## config.mk

```make
export PLATFORM = sky130hd
export DESIGN_NAME = pptf_core
export DESIGN_NICKNAME = d
export VERILOG_FILES = /design/src/include/pptf_pkg.sv /design/src/design/pptf_core.sv
export SDC_FILE = /design/constraint.sdc
export NUM_CORES = 2
export LEC_CHECK = 0
export BUFFER_PORTS_ARGS = -buffer_cell sky130_fd_sc_hd__buf_2
export CAP_MARGIN = 20
export CORE_ASPECT_RATIO = 1.1
export CORE_MARGIN = 2
export CORE_UTILIZATION = 55
export DETAILED_ROUTE_END_ITERATION = 6
export GPL_TIMING_DRIVEN = 0
export PLACE_DENSITY = 0.74
export SYNTH_ARGS = -nofsm -noshare
export SYNTH_HDL_FRONTEND = slang
export SYNTH_SLANG_ARGS = --single-unit
```

## constraint.sdc

```tcl
create_clock -name clk_i -period 7.7 [get_ports clk_i]
set_input_delay 1.155 -clock clk_i [delete_from_list [all_inputs] [get_ports clk_i]]
set_output_delay 1.155 -clock clk_i [all_outputs]
set_load 0.01 [all_outputs]
```

## src/include/pptf_pkg.sv

```systemverilog
// ----------------------------------------------------------------------------
// Overview of operation
// - overload held past selected time cuts port
// - double power: current limit ends after selected time
// - cut disabled: overload flag at half-limit plus 2ms
// - start-up limiting longer than selected time faults
// - one detection lasts 275 to 425 ms
// - back-off 300-500 ms, or 15-100 ms low voltage
// - detection done within 590 ms of request
// - each class event held 6.5 to 12 ms
// - each mark event held 6 to 12 ms
// - semi-auto power-on within 200 ms of detection
// - manual turn-on finished within 4 ms
// - fault shutdown waits about 1 s before retry
// - signature absent past dropout time removes power
// - signature valid only after about 15 ms present
// - single-bit shutdown gates off within 1-5 us
// - serial shutdown code decoded at 25 us bits
// - serial code shutdown 72-104 us after start fall
// - port-off command gates off within 300 us
// - reset pin low turns all gates off quickly
// - fault flagged within 500 us of turn-off
// - logic leaves power-on reset within 20 ms
// - single-bit mode cuts low-priority ports on high
// - serial mode cuts ports with priority >= code
// - cool-down precedes new detection after fault; a port-off command ends it early, a same-cycle shutdown skips it
// ----------------------------------------------------------------------------
package pptf_pkg;

  // ----------------------------------------------------------------------------
  // clock and time base
  // ----------------------------------------------------------------------------
  localparam int CLK_MHZ     = 10;
  localparam int TICK_US     = 100;
  localparam int TICK_CYC    = TICK_US * CLK_MHZ;
  localparam int TPM         = 1000 / TICK_US;   // ticks per millisecond
  localparam int NPORT       = 8;
  localparam int TW          = 14;

  // ----------------------------------------------------------------------------
  // millisecond timings, the arrays indexed by select field
  // ----------------------------------------------------------------------------
  localparam int OVLD_MS [4]  = '{60, 30, 120, 240};
  localparam int LIM_MS [4]   = '{60, 15, 12, 10};
  localparam int START_MS [4] = '{60, 30, 120, 120};
  localparam int MPDO_MS [4]  = '{350, 90, 175, 700};
  localparam int LIM1X_MS     = 60;
  localparam int ICUT_ADD_MS  = 2;
  localparam int DET_MS       = 350;
  localparam int BOFF_HI_MS   = 400;
  localparam int BOFF_LO_MS   = 50;
  localparam int CLE_MS       = 9;
  localparam int ME_MS        = 9;
  localparam int ED_MS        = 1000;
  localparam int MPS_MS       = 15;

  // ----------------------------------------------------------------------------
  // microsecond timings for the pins
  // ----------------------------------------------------------------------------
  localparam int OSS_DG_US    = 2;
  localparam int RST_DG_US    = 3;
  localparam int OSS_BIT_US   = 25;
  localparam int OSS_APPLY_US = 80;
  localparam int OSS_DG_CYC   = OSS_DG_US * CLK_MHZ;
  localparam int RST_DG_CYC   = RST_DG_US * CLK_MHZ;
  localparam int OSS_BIT_CYC  = OSS_BIT_US * CLK_MHZ;
  localparam int OSS_APPLY_CYC = OSS_APPLY_US * CLK_MHZ;

  // ----------------------------------------------------------------------------
  // register map and fields
  // ----------------------------------------------------------------------------
  localparam logic [7:0] ADR_CTRL   = 8'h00;
  localparam logic [7:0] ADR_TIMING = 8'h04;
  localparam logic [7:0] ADR_CMD    = 8'h08;
  localparam logic [7:0] ADR_PRIO1  = 8'h0C;
  localparam logic [7:0] ADR_PRIO3  = 8'h10;
  localparam logic [7:0] ADR_STATUS = 8'h14;
  localparam logic [7:0] ADR_EVENT  = 8'h18;
  localparam logic [31:0] CTRL_RST   = 32'h0000_0000;
  localparam logic [31:0] TIMING_RST = 32'h0000_0000;
  localparam logic [31:0] PRIO_RST   = 32'h0000_0000;
  localparam int CTRL_SEMI = 0;
  localparam int CTRL_OVDIS = 1;
  localparam int CTRL_DBL = 2;
  localparam int CTRL_MBIT = 3;
  localparam int CTRL_DETEN = 8;
  localparam int TM_OVLD = 0;
  localparam int TM_LIM = 2;
  localparam int TM_START = 4;
  localparam int TM_MPDO = 6;
  localparam int CMD_ON = 0;
  localparam int CMD_OFF = 8;
  localparam int CMD_DET = 16;
  localparam int EV_FAULT = 0;
  localparam int EV_OVLW = 8;
  localparam int EV_OSS = 16;

  // ----------------------------------------------------------------------------
  // synchroniser layout and states
  // ----------------------------------------------------------------------------
  localparam int SYNC_W = 2 + 6 * NPORT;
  localparam logic [SYNC_W-1:0] SYNC_RST = {1'b1, {(SYNC_W-1){1'b0}}};

  typedef enum logic [7:0] {
    P_OFF = 8'h01, P_DET = 8'h02, P_BOFF = 8'h04, P_CLS = 8'h08,
    P_MARK = 8'h10, P_START = 8'h20, P_ON = 8'h40, P_COOL = 8'h80
  } pptf_port_e;

  typedef enum logic [3:0] {
    O_IDLE = 4'h1, O_START = 4'h2, O_BITS = 4'h4, O_HOLD = 4'h8
  } pptf_oss_e;

endpackage

```

## src/design/pptf_core.sv

```systemverilog
`timescale 1ns/1ps
module pptf_core #(
  parameter int TICK_CYCLES = pptf_pkg::TICK_CYC
) (
  // clock and reset
  input  wire logic        clk_i,
  input  wire logic        rst_i,
  // wishbone slave
  input  wire logic        wb_cyc_i,
  input  wire logic        wb_stb_i,
  input  wire logic        wb_we_i,
  input  wire logic [7:0]  wb_adr_i,
  input  wire logic [3:0]  wb_sel_i,
  input  wire logic [31:0] wb_dat_i,
  output logic      [31:0] wb_dat_o,
  output logic             wb_ack_o,
  // pins
  input  wire logic        fast_shutdown_input_i,
  input  wire logic        reset_pin_n_i,
  // per-port analog indications
  input  wire logic [7:0]  pd_valid_i,
  input  wire logic [7:0]  vdiff_high_i,
  input  wire logic [7:0]  class4_i,
  input  wire logic [7:0]  over_cut_i,
  input  wire logic [7:0]  hard_current_limit_i,
  input  wire logic [7:0]  mps_present_i,
  // per-port drive
  output logic      [7:0]  gate_on_o,
  output logic      [7:0]  detect_en_o,
  output logic      [7:0]  class_en_o,
  output logic      [7:0]  mark_en_o
);
  import pptf_pkg::*;

  // ----------------------------------------------------------------------------
  // helpers
  // ----------------------------------------------------------------------------
  function automatic logic [TW-1:0] ms2t(input int ms);
    ms2t = TW'(ms * TPM);
  endfunction

  function automatic logic [TW-1:0] inc_sat(input logic [TW-1:0] v, input logic en);
    inc_sat = (en && v != {TW{1'b1}}) ? v + 1'b1 : v;
  endfunction

  function automatic logic [31:0] wmerge(input logic [31:0] o, input logic [31:0] d,
                                         input logic [3:0] s);
    logic [31:0] r;
    r = o;
    for (int b = 0; b < 4; b++) begin
      if (s[b]) begin
        r[b*8 +: 8] = d[b*8 +: 8];
      end
    end
    wmerge = r;
  endfunction

  // ----------------------------------------------------------------------------
  // input synchroniser, two stages for every pin
  // ----------------------------------------------------------------------------
  logic [SYNC_W-1:0] sync1_ff, sync2_ff, nxt_sync1, nxt_sync2;

  // the first stage feeds only the second
  always_comb begin
    nxt_sync1 = {reset_pin_n_i, fast_shutdown_input_i, pd_valid_i, vdiff_high_i,
                 class4_i, over_cut_i, hard_current_limit_i, mps_present_i};
    nxt_sync2 = sync1_ff;
  end

  always_ff @(posedge clk_i) begin
    if (rst_i) begin
      sync1_ff <= SYNC_RST;
      sync2_ff <= SYNC_RST;
    end else begin
      sync1_ff <= nxt_sync1;
      sync2_ff <= nxt_sync2;
    end
  end

  logic       rpin_n, oss_lvl;
  logic [7:0] s_pdv, s_vdh, s_cl4, s_ovc, s_hard_current_limit, s_mps;
  assign rpin_n = sync2_ff[SYNC_W-1];
  assign oss_lvl = sync2_ff[SYNC_W-2];
  assign s_pdv  = sync2_ff[47:40];
  assign s_vdh  = sync2_ff[39:32];
  assign s_cl4  = sync2_ff[31:24];
  assign s_ovc  = sync2_ff[23:16];
  assign s_hard_current_limit = sync2_ff[15:8];
  assign s_mps  = sync2_ff[7:0];

  // ----------------------------------------------------------------------------
  // time base and reset pin deglitch
  // ----------------------------------------------------------------------------
  logic [15:0] tick_cnt_ff, nxt_tick_cnt;
  logic [5:0]  rdg_ff, nxt_rdg;
  logic        pin_rst_ff, nxt_pin_rst;
  logic        tick, srst;

  // one tick shared by every port timer; short pin pulses are swallowed
  always_comb begin
    tick = (tick_cnt_ff == 16'(TICK_CYCLES - 1));
    nxt_tick_cnt = tick ? 16'h0000 : tick_cnt_ff + 16'h0001;
    nxt_rdg = rdg_ff;
    nxt_pin_rst = pin_rst_ff;
    if (rpin_n) begin
      nxt_rdg = 6'h00;
      nxt_pin_rst = 1'b0;
    end else if (rdg_ff == 6'(RST_DG_CYC)) begin
      nxt_pin_rst = 1'b1;
    end else begin
      nxt_rdg = rdg_ff + 6'h01;
    end
  end

  always_ff @(posedge clk_i) begin
    if (rst_i) begin
      tick_cnt_ff <= 16'h0000;
      rdg_ff <= 6'h00;
      pin_rst_ff <= 1'b0;
    end else begin
      tick_cnt_ff <= nxt_tick_cnt;
      rdg_ff <= nxt_rdg;
      pin_rst_ff <= nxt_pin_rst;
    end
  end

  // power-on reset ends with the first edge after rst_i drops
  assign srst = rst_i | pin_rst_ff;

  // ----------------------------------------------------------------------------
  // register file over wishbone
  // ----------------------------------------------------------------------------
  logic [31:0] ctrl_ff, timing_ff, prio1_ff, prio3_ff, dat_ff;
  logic [31:0] nxt_ctrl, nxt_timing, nxt_prio1, nxt_prio3, nxt_dat;
  logic [23:0] event_ff, nxt_event;
  logic        ack_ff, nxt_ack, wr;
  logic [7:0]  cmd_on, cmd_off, cmd_det, fault_set, ovlw_set, oss_set;
  logic [7:0]  gate_ff;

  // write takes effect on the edge where ack is seen; set beats clear
  always_comb begin
    wr = wb_cyc_i & wb_stb_i & wb_we_i & ack_ff;
    nxt_ack = wb_cyc_i & wb_stb_i & ~ack_ff;
    nxt_ctrl = ctrl_ff;
    nxt_timing = timing_ff;
    nxt_prio1 = prio1_ff;
    nxt_prio3 = prio3_ff;
    nxt_event = event_ff | {oss_set, ovlw_set, fault_set};
    cmd_on = 8'h00;
    cmd_off = 8'h00;
    cmd_det = 8'h00;
    if (wr) begin
      case (wb_adr_i)
        ADR_CTRL: begin
          nxt_ctrl = wmerge(ctrl_ff, wb_dat_i, wb_sel_i) & 32'h0000_FF0F;
        end
        ADR_TIMING: begin
          nxt_timing = wmerge(timing_ff, wb_dat_i, wb_sel_i) & 32'h0000_00FF;
        end
        ADR_PRIO1: begin
          nxt_prio1 = wmerge(prio1_ff, wb_dat_i, wb_sel_i) & 32'h0000_00FF;
        end
        ADR_PRIO3: begin
          nxt_prio3 = wmerge(prio3_ff, wb_dat_i, wb_sel_i) & 32'h00FF_FFFF;
        end
        ADR_CMD: begin
          cmd_on  = wb_sel_i[0] ? wb_dat_i[CMD_ON +: 8] : 8'h00;
          cmd_off = wb_sel_i[1] ? wb_dat_i[CMD_OFF +: 8] : 8'h00;
          cmd_det = wb_sel_i[2] ? wb_dat_i[CMD_DET +: 8] : 8'h00;
        end
        ADR_EVENT: begin
          nxt_event = (event_ff & ~24'(wmerge(32'h0000_0000, wb_dat_i, wb_sel_i)))
                      | {oss_set, ovlw_set, fault_set};
        end
        default: begin
        end
      endcase
    end
    nxt_dat = 32'h0000_0000;
    case (wb_adr_i)
      ADR_CTRL:   nxt_dat = ctrl_ff;
      ADR_TIMING: nxt_dat = timing_ff;
      ADR_PRIO1:  nxt_dat = prio1_ff;
      ADR_PRIO3:  nxt_dat = prio3_ff;
      ADR_STATUS: nxt_dat = {14'h0000, pin_rst_ff, oss_lvl, s_pdv, gate_ff};
      ADR_EVENT:  nxt_dat = {8'h00, event_ff};
      default:    nxt_dat = 32'h0000_0000;
    endcase
  end

  always_ff @(posedge clk_i) begin
    if (srst) begin
      ctrl_ff <= CTRL_RST;
      timing_ff <= TIMING_RST;
      prio1_ff <= PRIO_RST;
      prio3_ff <= PRIO_RST;
      event_ff <= 24'h00_0000;
      ack_ff <= 1'b0;
      dat_ff <= 32'h0000_0000;
    end else begin
      ctrl_ff <= nxt_ctrl;
      timing_ff <= nxt_timing;
      prio1_ff <= nxt_prio1;
      prio3_ff <= nxt_prio3;
      event_ff <= nxt_event;
      ack_ff <= nxt_ack;
      dat_ff <= nxt_dat;
    end
  end

  assign wb_ack_o = ack_ff;
  assign wb_dat_o = dat_ff;

  logic       semi, ovdis, dbl, mbit;
  logic [1:0] sel_ovld, sel_lim, sel_start, sel_mpdo;
  assign semi = ctrl_ff[CTRL_SEMI];
  assign ovdis = ctrl_ff[CTRL_OVDIS];
  assign dbl = ctrl_ff[CTRL_DBL];
  assign mbit = ctrl_ff[CTRL_MBIT];
  assign sel_ovld = timing_ff[TM_OVLD +: 2];
  assign sel_lim = timing_ff[TM_LIM +: 2];
  assign sel_start = timing_ff[TM_START +: 2];
  assign sel_mpdo = timing_ff[TM_MPDO +: 2];

  // ----------------------------------------------------------------------------
  // fast shutdown decoder
  // ----------------------------------------------------------------------------
  pptf_oss_e   oss_st_ff, nxt_oss_st;
  logic [9:0]  oss_cnt_ff, nxt_oss_cnt;
  logic [2:0]  code_ff, nxt_code;
  logic [7:0]  oss_kill;

  // start bit must outlast the deglitch; bits sampled mid-period, msb first
  always_comb begin
    nxt_oss_st = oss_st_ff;
    nxt_oss_cnt = oss_cnt_ff;
    nxt_code = code_ff;
    oss_kill = 8'h00;
    case (oss_st_ff)
      O_IDLE: begin
        nxt_oss_cnt = 10'h000;
        if (oss_lvl) begin
          nxt_oss_st = O_START;
        end
      end
      O_START: begin
        if (oss_cnt_ff != 10'(OSS_DG_CYC)) begin
          nxt_oss_cnt = oss_cnt_ff + 10'h001;
        end
        if (!oss_lvl) begin
          nxt_oss_cnt = 10'h000;
          nxt_oss_st = (mbit && oss_cnt_ff == 10'(OSS_DG_CYC)) ? O_BITS : O_IDLE;
        end else if (!mbit && oss_cnt_ff == 10'(OSS_DG_CYC - 1)) begin
          oss_kill = prio1_ff[7:0];
          nxt_oss_st = O_HOLD;
        end
      end
      O_BITS: begin
        nxt_oss_cnt = oss_cnt_ff + 10'h001;
        for (int b = 0; b < 3; b++) begin
          if (oss_cnt_ff == 10'(OSS_BIT_CYC / 2 + b * OSS_BIT_CYC)) begin
            nxt_code[2-b] = oss_lvl;
          end
        end
        if (oss_cnt_ff == 10'(OSS_APPLY_CYC)) begin
          for (int p = 0; p < NPORT; p++) begin
            oss_kill[p] = (prio3_ff[p*3 +: 3] >= code_ff);
          end
          nxt_oss_st = O_IDLE;
        end
      end
      O_HOLD: begin
        if (!oss_lvl) begin
          nxt_oss_st = O_IDLE;
        end
      end
      default: begin
        nxt_oss_st = O_IDLE;
      end
    endcase
  end

  always_ff @(posedge clk_i) begin
    if (srst) begin
      oss_st_ff <= O_IDLE;
      oss_cnt_ff <= 10'h000;
      code_ff <= 3'h0;
    end else begin
      oss_st_ff <= nxt_oss_st;
      oss_cnt_ff <= nxt_oss_cnt;
      code_ff <= nxt_code;
    end
  end

  // ----------------------------------------------------------------------------
  // per-port sequencer and fault timers
  // ----------------------------------------------------------------------------
  pptf_port_e  st_ff [NPORT];
  pptf_port_e  nxt_st [NPORT];
  logic [TW-1:0] tmr_ff [NPORT];
  logic [TW-1:0] ovl_ff [NPORT];
  logic [TW-1:0] lim_ff [NPORT];
  logic [TW-1:0] prs_ff [NPORT];
  logic [TW-1:0] nxt_tmr [NPORT];
  logic [TW-1:0] nxt_ovl [NPORT];
  logic [TW-1:0] nxt_lim [NPORT];
  logic [TW-1:0] nxt_prs [NPORT];
  logic [7:0]  ev2_ff, warn_ff, det_ff, cls_ff, mark_ff;
  logic [7:0]  nxt_ev2, nxt_warn, nxt_gate, nxt_det, nxt_cls, nxt_mark;

  // fault paths land in cool-down unless a shutdown comes in the same cycle; cool-down blocks detection until it expires or a port-off ends it
  always_comb begin
    fault_set = 8'h00;
    ovlw_set = 8'h00;
    oss_set = 8'h00;
    nxt_ev2 = ev2_ff;
    nxt_warn = warn_ff;
    for (int p = 0; p < NPORT; p++) begin
      logic fault;
      fault = 1'b0;
      nxt_st[p] = st_ff[p];
      nxt_tmr[p] = inc_sat(tmr_ff[p], tick);
      nxt_ovl[p] = ovl_ff[p];
      nxt_lim[p] = lim_ff[p];
      nxt_prs[p] = prs_ff[p];
      case (st_ff[p])
        P_OFF: begin
          nxt_tmr[p] = '0;
          if (cmd_on[p] && !semi) begin
            nxt_st[p] = P_START;
          end else if (cmd_det[p] || (semi && ctrl_ff[CTRL_DETEN + p])) begin
            nxt_st[p] = P_DET;
          end
        end
        P_DET: begin
          if (tmr_ff[p] >= ms2t(DET_MS)) begin
            nxt_tmr[p] = '0;
            nxt_ev2[p] = 1'b0;
            if (semi && s_pdv[p]) begin
              nxt_st[p] = P_CLS;
            end else if (semi && ctrl_ff[CTRL_DETEN + p]) begin
              nxt_st[p] = P_BOFF;
            end else begin
              nxt_st[p] = P_OFF;
            end
          end
        end
        P_BOFF: begin
          if (tmr_ff[p] >= (s_vdh[p] ? ms2t(BOFF_HI_MS) : ms2t(BOFF_LO_MS))) begin
            nxt_tmr[p] = '0;
            nxt_st[p] = P_DET;
          end
        end
        P_CLS: begin
          if (tmr_ff[p] >= ms2t(CLE_MS)) begin
            nxt_tmr[p] = '0;
            nxt_st[p] = s_cl4[p] ? P_MARK : P_START;
          end
        end
        P_MARK: begin
          if (tmr_ff[p] >= ms2t(ME_MS)) begin
            nxt_tmr[p] = '0;
            nxt_st[p] = ev2_ff[p] ? P_START : P_CLS;
            nxt_ev2[p] = 1'b1;
          end
        end
        P_START: begin
          if (tmr_ff[p] >= ms2t(START_MS[sel_start])) begin
            nxt_tmr[p] = '0;
            nxt_ovl[p] = '0;
            nxt_lim[p] = '0;
            nxt_prs[p] = '0;
            if (s_hard_current_limit[p]) begin
              fault = 1'b1;
            end else begin
              nxt_st[p] = P_ON;
            end
          end
        end
        P_ON: begin
          nxt_ovl[p] = s_ovc[p] ? inc_sat(ovl_ff[p], tick) : '0;
          nxt_lim[p] = s_hard_current_limit[p] ? inc_sat(lim_ff[p], tick) : '0;
          if (!s_ovc[p]) begin
            nxt_warn[p] = 1'b0;
          end
          if (!ovdis && ovl_ff[p] >= ms2t(OVLD_MS[sel_ovld])) begin
            fault = 1'b1;
          end
          if (ovdis && !warn_ff[p] &&
              ovl_ff[p] >= ms2t(LIM_MS[sel_lim] / 2 + ICUT_ADD_MS)) begin
            ovlw_set[p] = 1'b1;
            nxt_warn[p] = 1'b1;
          end
          if (lim_ff[p] >= (dbl ? ms2t(LIM_MS[sel_lim]) : ms2t(LIM1X_MS))) begin
            fault = 1'b1;
          end
          // the absence timer restarts only once presence has qualified
          if (s_mps[p]) begin
            nxt_prs[p] = inc_sat(prs_ff[p], tick);
            nxt_tmr[p] = (prs_ff[p] >= ms2t(MPS_MS)) ? '0 : tmr_ff[p];
          end else begin
            nxt_prs[p] = '0;
          end
          if (!s_mps[p] && tmr_ff[p] >= ms2t(MPDO_MS[sel_mpdo])) begin
            nxt_st[p] = P_OFF;
          end
        end
        P_COOL: begin
          if (tmr_ff[p] >= ms2t(ED_MS)) begin
            nxt_st[p] = P_OFF;
          end
        end
        default: begin
          nxt_st[p] = P_OFF;
        end
      endcase
      if (fault) begin
        nxt_tmr[p] = '0;
        nxt_st[p] = P_COOL;
        fault_set[p] = 1'b1;
      end
      // commanded shutdowns win over any sequencing, priority shutdowns over all but cool-down
      if (cmd_off[p] || oss_kill[p]) begin
        if (st_ff[p] != P_COOL || cmd_off[p]) begin
          nxt_st[p] = P_OFF;
        end
        oss_set[p] = oss_kill[p] && (st_ff[p] == P_START || st_ff[p] == P_ON);
      end
      nxt_gate[p] = (nxt_st[p] == P_START) || (nxt_st[p] == P_ON);
      nxt_det[p] = (nxt_st[p] == P_DET);
      nxt_cls[p] = (nxt_st[p] == P_CLS);
      nxt_mark[p] = (nxt_st[p] == P_MARK);
    end
  end

  // the reset pin drops every port to off through srst
  always_ff @(posedge clk_i) begin
    for (int p = 0; p < NPORT; p++) begin
      if (srst) begin
        st_ff[p] <= P_OFF;
        tmr_ff[p] <= '0;
        ovl_ff[p] <= '0;
        lim_ff[p] <= '0;
        prs_ff[p] <= '0;
      end else begin
        st_ff[p] <= nxt_st[p];
        tmr_ff[p] <= nxt_tmr[p];
        ovl_ff[p] <= nxt_ovl[p];
        lim_ff[p] <= nxt_lim[p];
        prs_ff[p] <= nxt_prs[p];
      end
    end
    if (srst) begin
      ev2_ff <= 8'h00;
      warn_ff <= 8'h00;
      gate_ff <= 8'h00;
      det_ff <= 8'h00;
      cls_ff <= 8'h00;
      mark_ff <= 8'h00;
    end else begin
      ev2_ff <= nxt_ev2;
      warn_ff <= nxt_warn;
      gate_ff <= nxt_gate;
      det_ff <= nxt_det;
      cls_ff <= nxt_cls;
      mark_ff <= nxt_mark;
    end
  end

  assign gate_on_o = gate_ff;
  assign detect_en_o = det_ff;
  assign class_en_o = cls_ff;
  assign mark_en_o = mark_ff;

endmodule // pptf_core

```

* Word-level counts from Yosys, hierarchy flattened *
Memories as Yosys holds them, arrays and structs flattened.
Cells that the tools add are included.
W data, S select, Z words.

word-level totals
  flip-flop bits (word level) = 297
  RAM bits = 512
  input port bits = 99
  output and inout port bits = 65
  memories = 5

operators by class
  $add $sub $neg = 37
  $mul = 5
  $lt $le $gt $ge = 92
  equal/unequal tests = 192
  muxes and demuxes = 520
  bitwise logic cells = 55
  reductions and logical operators = 205

memory list
  name    words  bits a word  rd ports  clocked after memory_dff  wr ports  line              source
  lim_ff  8      14           8         0                         8         pptf_core.sv:302  logic [TW-1:0] lim_ff [NPORT];
  ovl_ff  8      14           8         0                         8         pptf_core.sv:301  logic [TW-1:0] ovl_ff [NPORT];
  prs_ff  8      14           8         0                         8         pptf_core.sv:303  logic [TW-1:0] prs_ff [NPORT];
  tmr_ff  8      14           8         0                         8         pptf_core.sv:300  logic [TW-1:0] tmr_ff [NPORT];
  st_ff   8      8            8         0                         8         pptf_core.sv:298  pptf_port_e st_ff [NPORT];

operators by type and width
  cell                     count
  $mux W14                 169
  $mux W8                  130
  $pmux W14 S2             24
  $pmux W14 S6             8
  $ge A14 B14 Y1           40
  $pmux W8 S8              8
  $add A14 B1 Y14 const B  32
  $ne A14 B14 Y1 const B   32
  $bmux W32 S2             4
  $mux W32                 8
  $mul A32 B4 Y13 const B  5
  $eq A8 B5 Y1 const B     19
  $eq A8 B4 Y1 const B     18
  $pmux W24 S6             1
  $eq A8 B2 Y1 const B     16
  $eq A8 B6 Y1 const B     16
  $eq A8 B7 Y1 const B     16
  $ge A14 B12 Y1           8
  $ge A14 B12 Y1 const B   8
  $ge A14 B14 Y1 const B   8
  $ge A14 B7 Y1 const B    8
  $ge A14 B8 Y1 const B    8
  $mux W1                  99
  $logic_and A1 B1 Y1      98
  51 further kinds         323

* Longest topological paths before layout *
  depth in word-level cells = 15
  gate-level depth with buffers = 14
  gate-level depth less buffers = 14

* Least setup slack after synthesis *
OpenSTA, ideal clock, no wires.

  path type = register -> register
  start = register timing_ff[7]
  end = register mark_ff[4], in the netlist mark_en_o[4]
  setup time = 88 ps
  arrival = 3,739 ps
  required time = 7,612 ps
  path slack = 3,873 ps
  stages on the path, launching flop included = 13
  period minus slack after synthesis = 3,827 ps
  path through = dfxtp_1 -> inv_1 -> ha_1 -> ha_1 -> xor2_1 -> ha_1 -> a21o_1 -> a211o_1 -> a221o_1 -> a221oi_1 -> o21a_1 -> nor4b_1 -> a211oi_1

on the way
  longest elaborated chain between the ends = 13

ends and longest elaborated chain
  what                                             line              source
  from (decl)                                      pptf_core.sv:133  logic [31:0] ctrl_ff, timing_ff, prio1_ff, prio3_ff, dat_ff;
  from (signal assigned)                           pptf_core.sv:202  timing_ff <= nxt_timing;
  $not A2 Y3 (implied by the code) (*)             pptf_core.sv:404  if (!s_mps[p] && tmr_ff[p] >= ms2t(MPDO_MS[sel_mpdo])) begin
  $bmux W32 S2 (*)                                 pptf_core.sv:404
  $mux W32 (implied by the code) (*) (2 in a row)  pptf_core.sv:404
  $mul A32 B4 Y13 (*)                              pptf_core.sv:39   ms2t = TW'(ms * TPM);
  $ge A14 B14 Y1 (*)                               pptf_core.sv:404
  $logic_and A1 B1 Y1 (*)                          pptf_core.sv:404
  $mux W8 (*)                                      pptf_core.sv:404
  $pmux W8 S8 (*)                                  pptf_core.sv:326  case (st_ff[p])
  $mux W8 (*)                                      pptf_core.sv:417  if (fault) begin
  $mux W8                                          pptf_core.sv:424  if (st_ff[p] != P_COOL || cmd_off[p]) begin
  $mux W8 (*)                                      pptf_core.sv:423  if (cmd_off[p] || oss_kill[p]) begin
  $eq A8 B5 Y1 (*)                                 pptf_core.sv:432  nxt_mark[p] = (nxt_st[p] == P_MARK);
  to (signal assigned)                             pptf_core.sv:466  mark_ff <= nxt_mark;
  to (decl)                                        pptf_core.sv:308  logic [7:0] ev2_ff, warn_ff, det_ff, cls_ff, mark_ff;

Mark *: on every way between the ends. The rest lies on a longest branch, timed or not. The select of a mux whose other input is x is not followed.
A chain may end at the register's enable or synchronous reset.

==> impl_metrics.csv <==
group,metric,value,unit
die,io_pins,164,
die,die_w,287,um
final_layout,fin_util,62.0,%
setup_path,r2r_start,"timing_ff[5]",
synthesis,ys_ff_latch,801,
synthesis,syn_area,48600,sq um
die,dieHeight,316,um
setup_path,crit_path_start_kind,"register",
setup_path,critPathRequiredTime,8.21,ns
sta,slew_viol_final,0,
final_layout,final_cell_count_no_fill,7294,
detailed_routing,antenna_left,0,
detailed_routing,drc,2,
synthesis,async_flop_share,0,%
sta,rsz0062_at_grt,"false",
sta,hold_viol_final,0,
global_route,grt_pass1_vias,42245,
placement,io_buffers,146,
die,rows,114,
global_route,grt_pass1_wl,245000,um
final_layout,num-nets-final,6698,
sta,fin_tns_setup,0,ns
detailed_routing,vias,45698,
hold_path,hold_class,"register to register",
die,core_area,87700,sq um
sta,setup_viol,0,
sta,tightest_slew,1.22,ns
detailed_routing,wl_per_cell,22.2,um
sta,min_period,6.58,ns
pwr,ir_drop,0.160,mV
synthesis,yosys-top-cells-area,"dfxtp_1 33%, ha_1 14%, nor2_1 5.7%",
placement,placed_area,51300,sq um
job,drv_cap,0,
run_status,violations,"design-rule violations",
hold_path,worstHoldStart,"nxt_sync2[49]",
setup_path,crit_fanout,14,
clock_network,clockBufferDepth,3,
placement,dpl.hpwl,119000,um
detailed_routing,via_per_inst,6.27,
clock_network,cts_tree,"done",
clock_network,cts_hold_buf,0,
placement,place.gp.congestion,0.991,
clock_network,cts_resized,0,
die,dieArea,90800,sq um
global_route,grt_overflow_total,0,
synthesis,yosysTopAreaCell,"dfxtp_1",
synthesis,yosysWarnings,0,
die,initial_core_util,55.4,%
setup_path,end_kind,"register",
pwr,leakagePower,21.3,nW
synthesis,synth_edf_count,0,
detailed_routing,first_pass_iters,7,
synthesis,syn_area_per_cell,8.40,sq um
synthesis,synth_ff_type,"dfxtp_1",
global_route,antenna_found_initial,14,
global_route,grtUsageTotal,34.8,%
pwr,power_density,165,nW/um^2
clock_network,htree_levels,3,
clock_network,clkTransAtPathRegs,0.06,ns
synthesis,synth_cell_types,101,
clock_network,clk_latency,0.67,ns
clock_network,cts_num_sinks,801,
synthesis,synthCells,5790,
detailed_routing,drt_iter0_markers,5014,
placement,dpl.cell_count,7131,
final_layout,final_area,54400,sq um
final_layout,drive_gt1_share,7.70,%
detailed_routing,wirelength,162000,um
final_layout,nFillCells,7712,
clock_network,cts_setup_buffers,0,
sta,max_freq,152,MHz
setup_path,worstSetupPathType,"register to register",
setup_path,arrival,7.09,ns
global_route,grt_max_degree,17,
run_status,status,"finished, violations left",
sta,relSlewSlack,18.7,%
final_layout,syn_to_final_growth,11.8,%
clock_network,cts-root-buf,"clkbuf_16",
synthesis,yosysSeqAreaShare,33.0,%
setup_path,crit_start,"timing_ff[5]",
sta,period_share,85.5,%
synthesis,synth_top_area_share,33.0,%
clock_network,cts_buffers,87,
sta,skew,0.0368,ns
## where the power goes
group / total [mW] / leakage (nW) / internal (mW) / switching (mW)
logic: 0.242 / 13.3 / 0.0686 / 0.173
registers: 4.19 / 6.47 / 4.17 / 0.0219
clock network: 4.56 / 1.50 / 2.74 / 1.82
## per-layer routing
metal	up-vias	global-route usage [%]	share of wire [%]
li1	21540	-	-
met1	21629	45.8	41
met2	2027	52.5	43
met3	488	6.82	9.6
met4	14	21.2	6.5
met5	-	0	0.062
## critical path, cell delays in order, from the launching register on
cell      delay (ns)
dfxtp_1         1.11
inv_1           0.49
buf_16          0.31
nand2_1         0.76
inv_1           0.69
ha_1            0.48
o21ai_0         0.07
nor2_1          0.07
o31a_1          0.28
o31ai_1         0.63
clkbuf_1        0.53
o21bai_1        0.36
buf_2           0.33
nor2_1          0.09
xnor2_1         0.14
nor2_1          0.06
## sequential cells by signal, indices dropped and copies added, names as in the netlist, 8 cells and up
| name | flops |
|---|---|
| prio3_ff | 24 |
| oss_cnt_ff | 10 |
| wb_dat_o | 24 |
| prs_ff | 112 |
| tmr_ff | 112 |
| prio1_ff | 8 |
| ctrl_ff | 12 |
| class_en_o | 8 |
| tick_cnt_ff | 16 |
| ev2_ff | 8 |
| gate_on_o | 8 |
| event_ff | 24 |
| st_ff | 64 |
| lim_ff | 112 |
| ovl_ff | 112 |
| timing_ff | 8 |
| sync2_ff | 50 |
| warn_ff | 8 |
| detect_en_o | 8 |
| mark_en_o | 8 |
| nxt_sync2 | 50 |
## layout make-up
class / instances / area [sq um] / share of cell area, %
antenna: 5 / 12.5 / 0.0230
buffer: 187 / 790 / 1.45
clock buffer: 112 / 2430 / 4.48
clock inverter: 44 / 644 / 1.19
inverter: 203 / 762 / 1.40
multi-input combinational: 4606 / 31100 / 57.2
sequential: 801 / 16000 / 29.5
tap: 1160 / 1450 / 2.67
timing repair buffer: 176 / 1130 / 2.09
## synthesized netlist by cell type, drive strengths merged (27+ instances only)
master    n
or4      30
a21oi   310
o211ai   30
nand2b   53
nor4b    27
and2     47
ha      537
nor2    740
dfxtp   801
and4     45
nor4    105
clkbuf  140
or2      33
a22oi    55
buf      47
o21ai   236
mux2i    65
a211oi   38
xnor2   179
nand4   166
nor2b   151
or3      70
nand4b   32
nand2   419
a31oi    60
a21o     63
nand3   258
o31ai    27
and3    105
inv     203
o21a     54
xor2    201
nor3    167
## cells by family (layout without fill, tap and decap cells)
family	after synthesis	in the layout	share of synthesized area [%]
AND/OR/NAND/NOR	2523	2523	27.1
AO/OA/AOI/OAI	1093	1093	14.8
flip-flops	801	801	33.0
adder cells (fa/ha/maj)	537	537	13.8
buffers and inverters	390	722	3.19
XOR/XNOR	380	380	6.85
multiplexers	65	65	1.34
other	1	13	0.00771
## placed cells by master (no fill, tap or decap), types with 45 or more instances in the layout
cell	n
nor2b_1	150
nand3_1	258
xnor2_1	179
buf_2	178
a22oi_1	55
dfxtp_1	801
a21oi_1	306
and3_1	105
mux2i_1	65
inv_1	203
ha_1	537
clkbuf_16	89
clkbuf_1	149
xor2_1	200
nand2b_1	53
and4_1	45
o21a_1	54
o21ai_0	228
or3_1	70
nand2_1	419
a31oi_1	60
nor4_1	89
nor3_1	151
a21o_1	63
nor2_1	737
nand4_1	163
## stage by stage
stage | total power, mW | hold WS, ns | worst slack, ns
floorplan | 4.38 | 0.389 | 3.87
global placement | 4.50 | 0.400 | 0.490
detailed placement | 4.52 | 0.414 | 1.48
CTS | 9.03 | 0.430 | 1.44
global route | 9.21 | 0.441 | 1.25
finish | 8.99 | 0.424 | 1.12
## worst paths after layout
kind / to / slack [ns] / cells past startpoint
max: lim_ff[1][21] / 1.12 / 15
min: sync2_ff[49] / 0.42 / 1
max reg2reg: lim_ff[1][21] / 1.12 / 15
min reg2reg: sync2_ff[49] / 0.42 / 1
(Power assumes the default switching activity.)
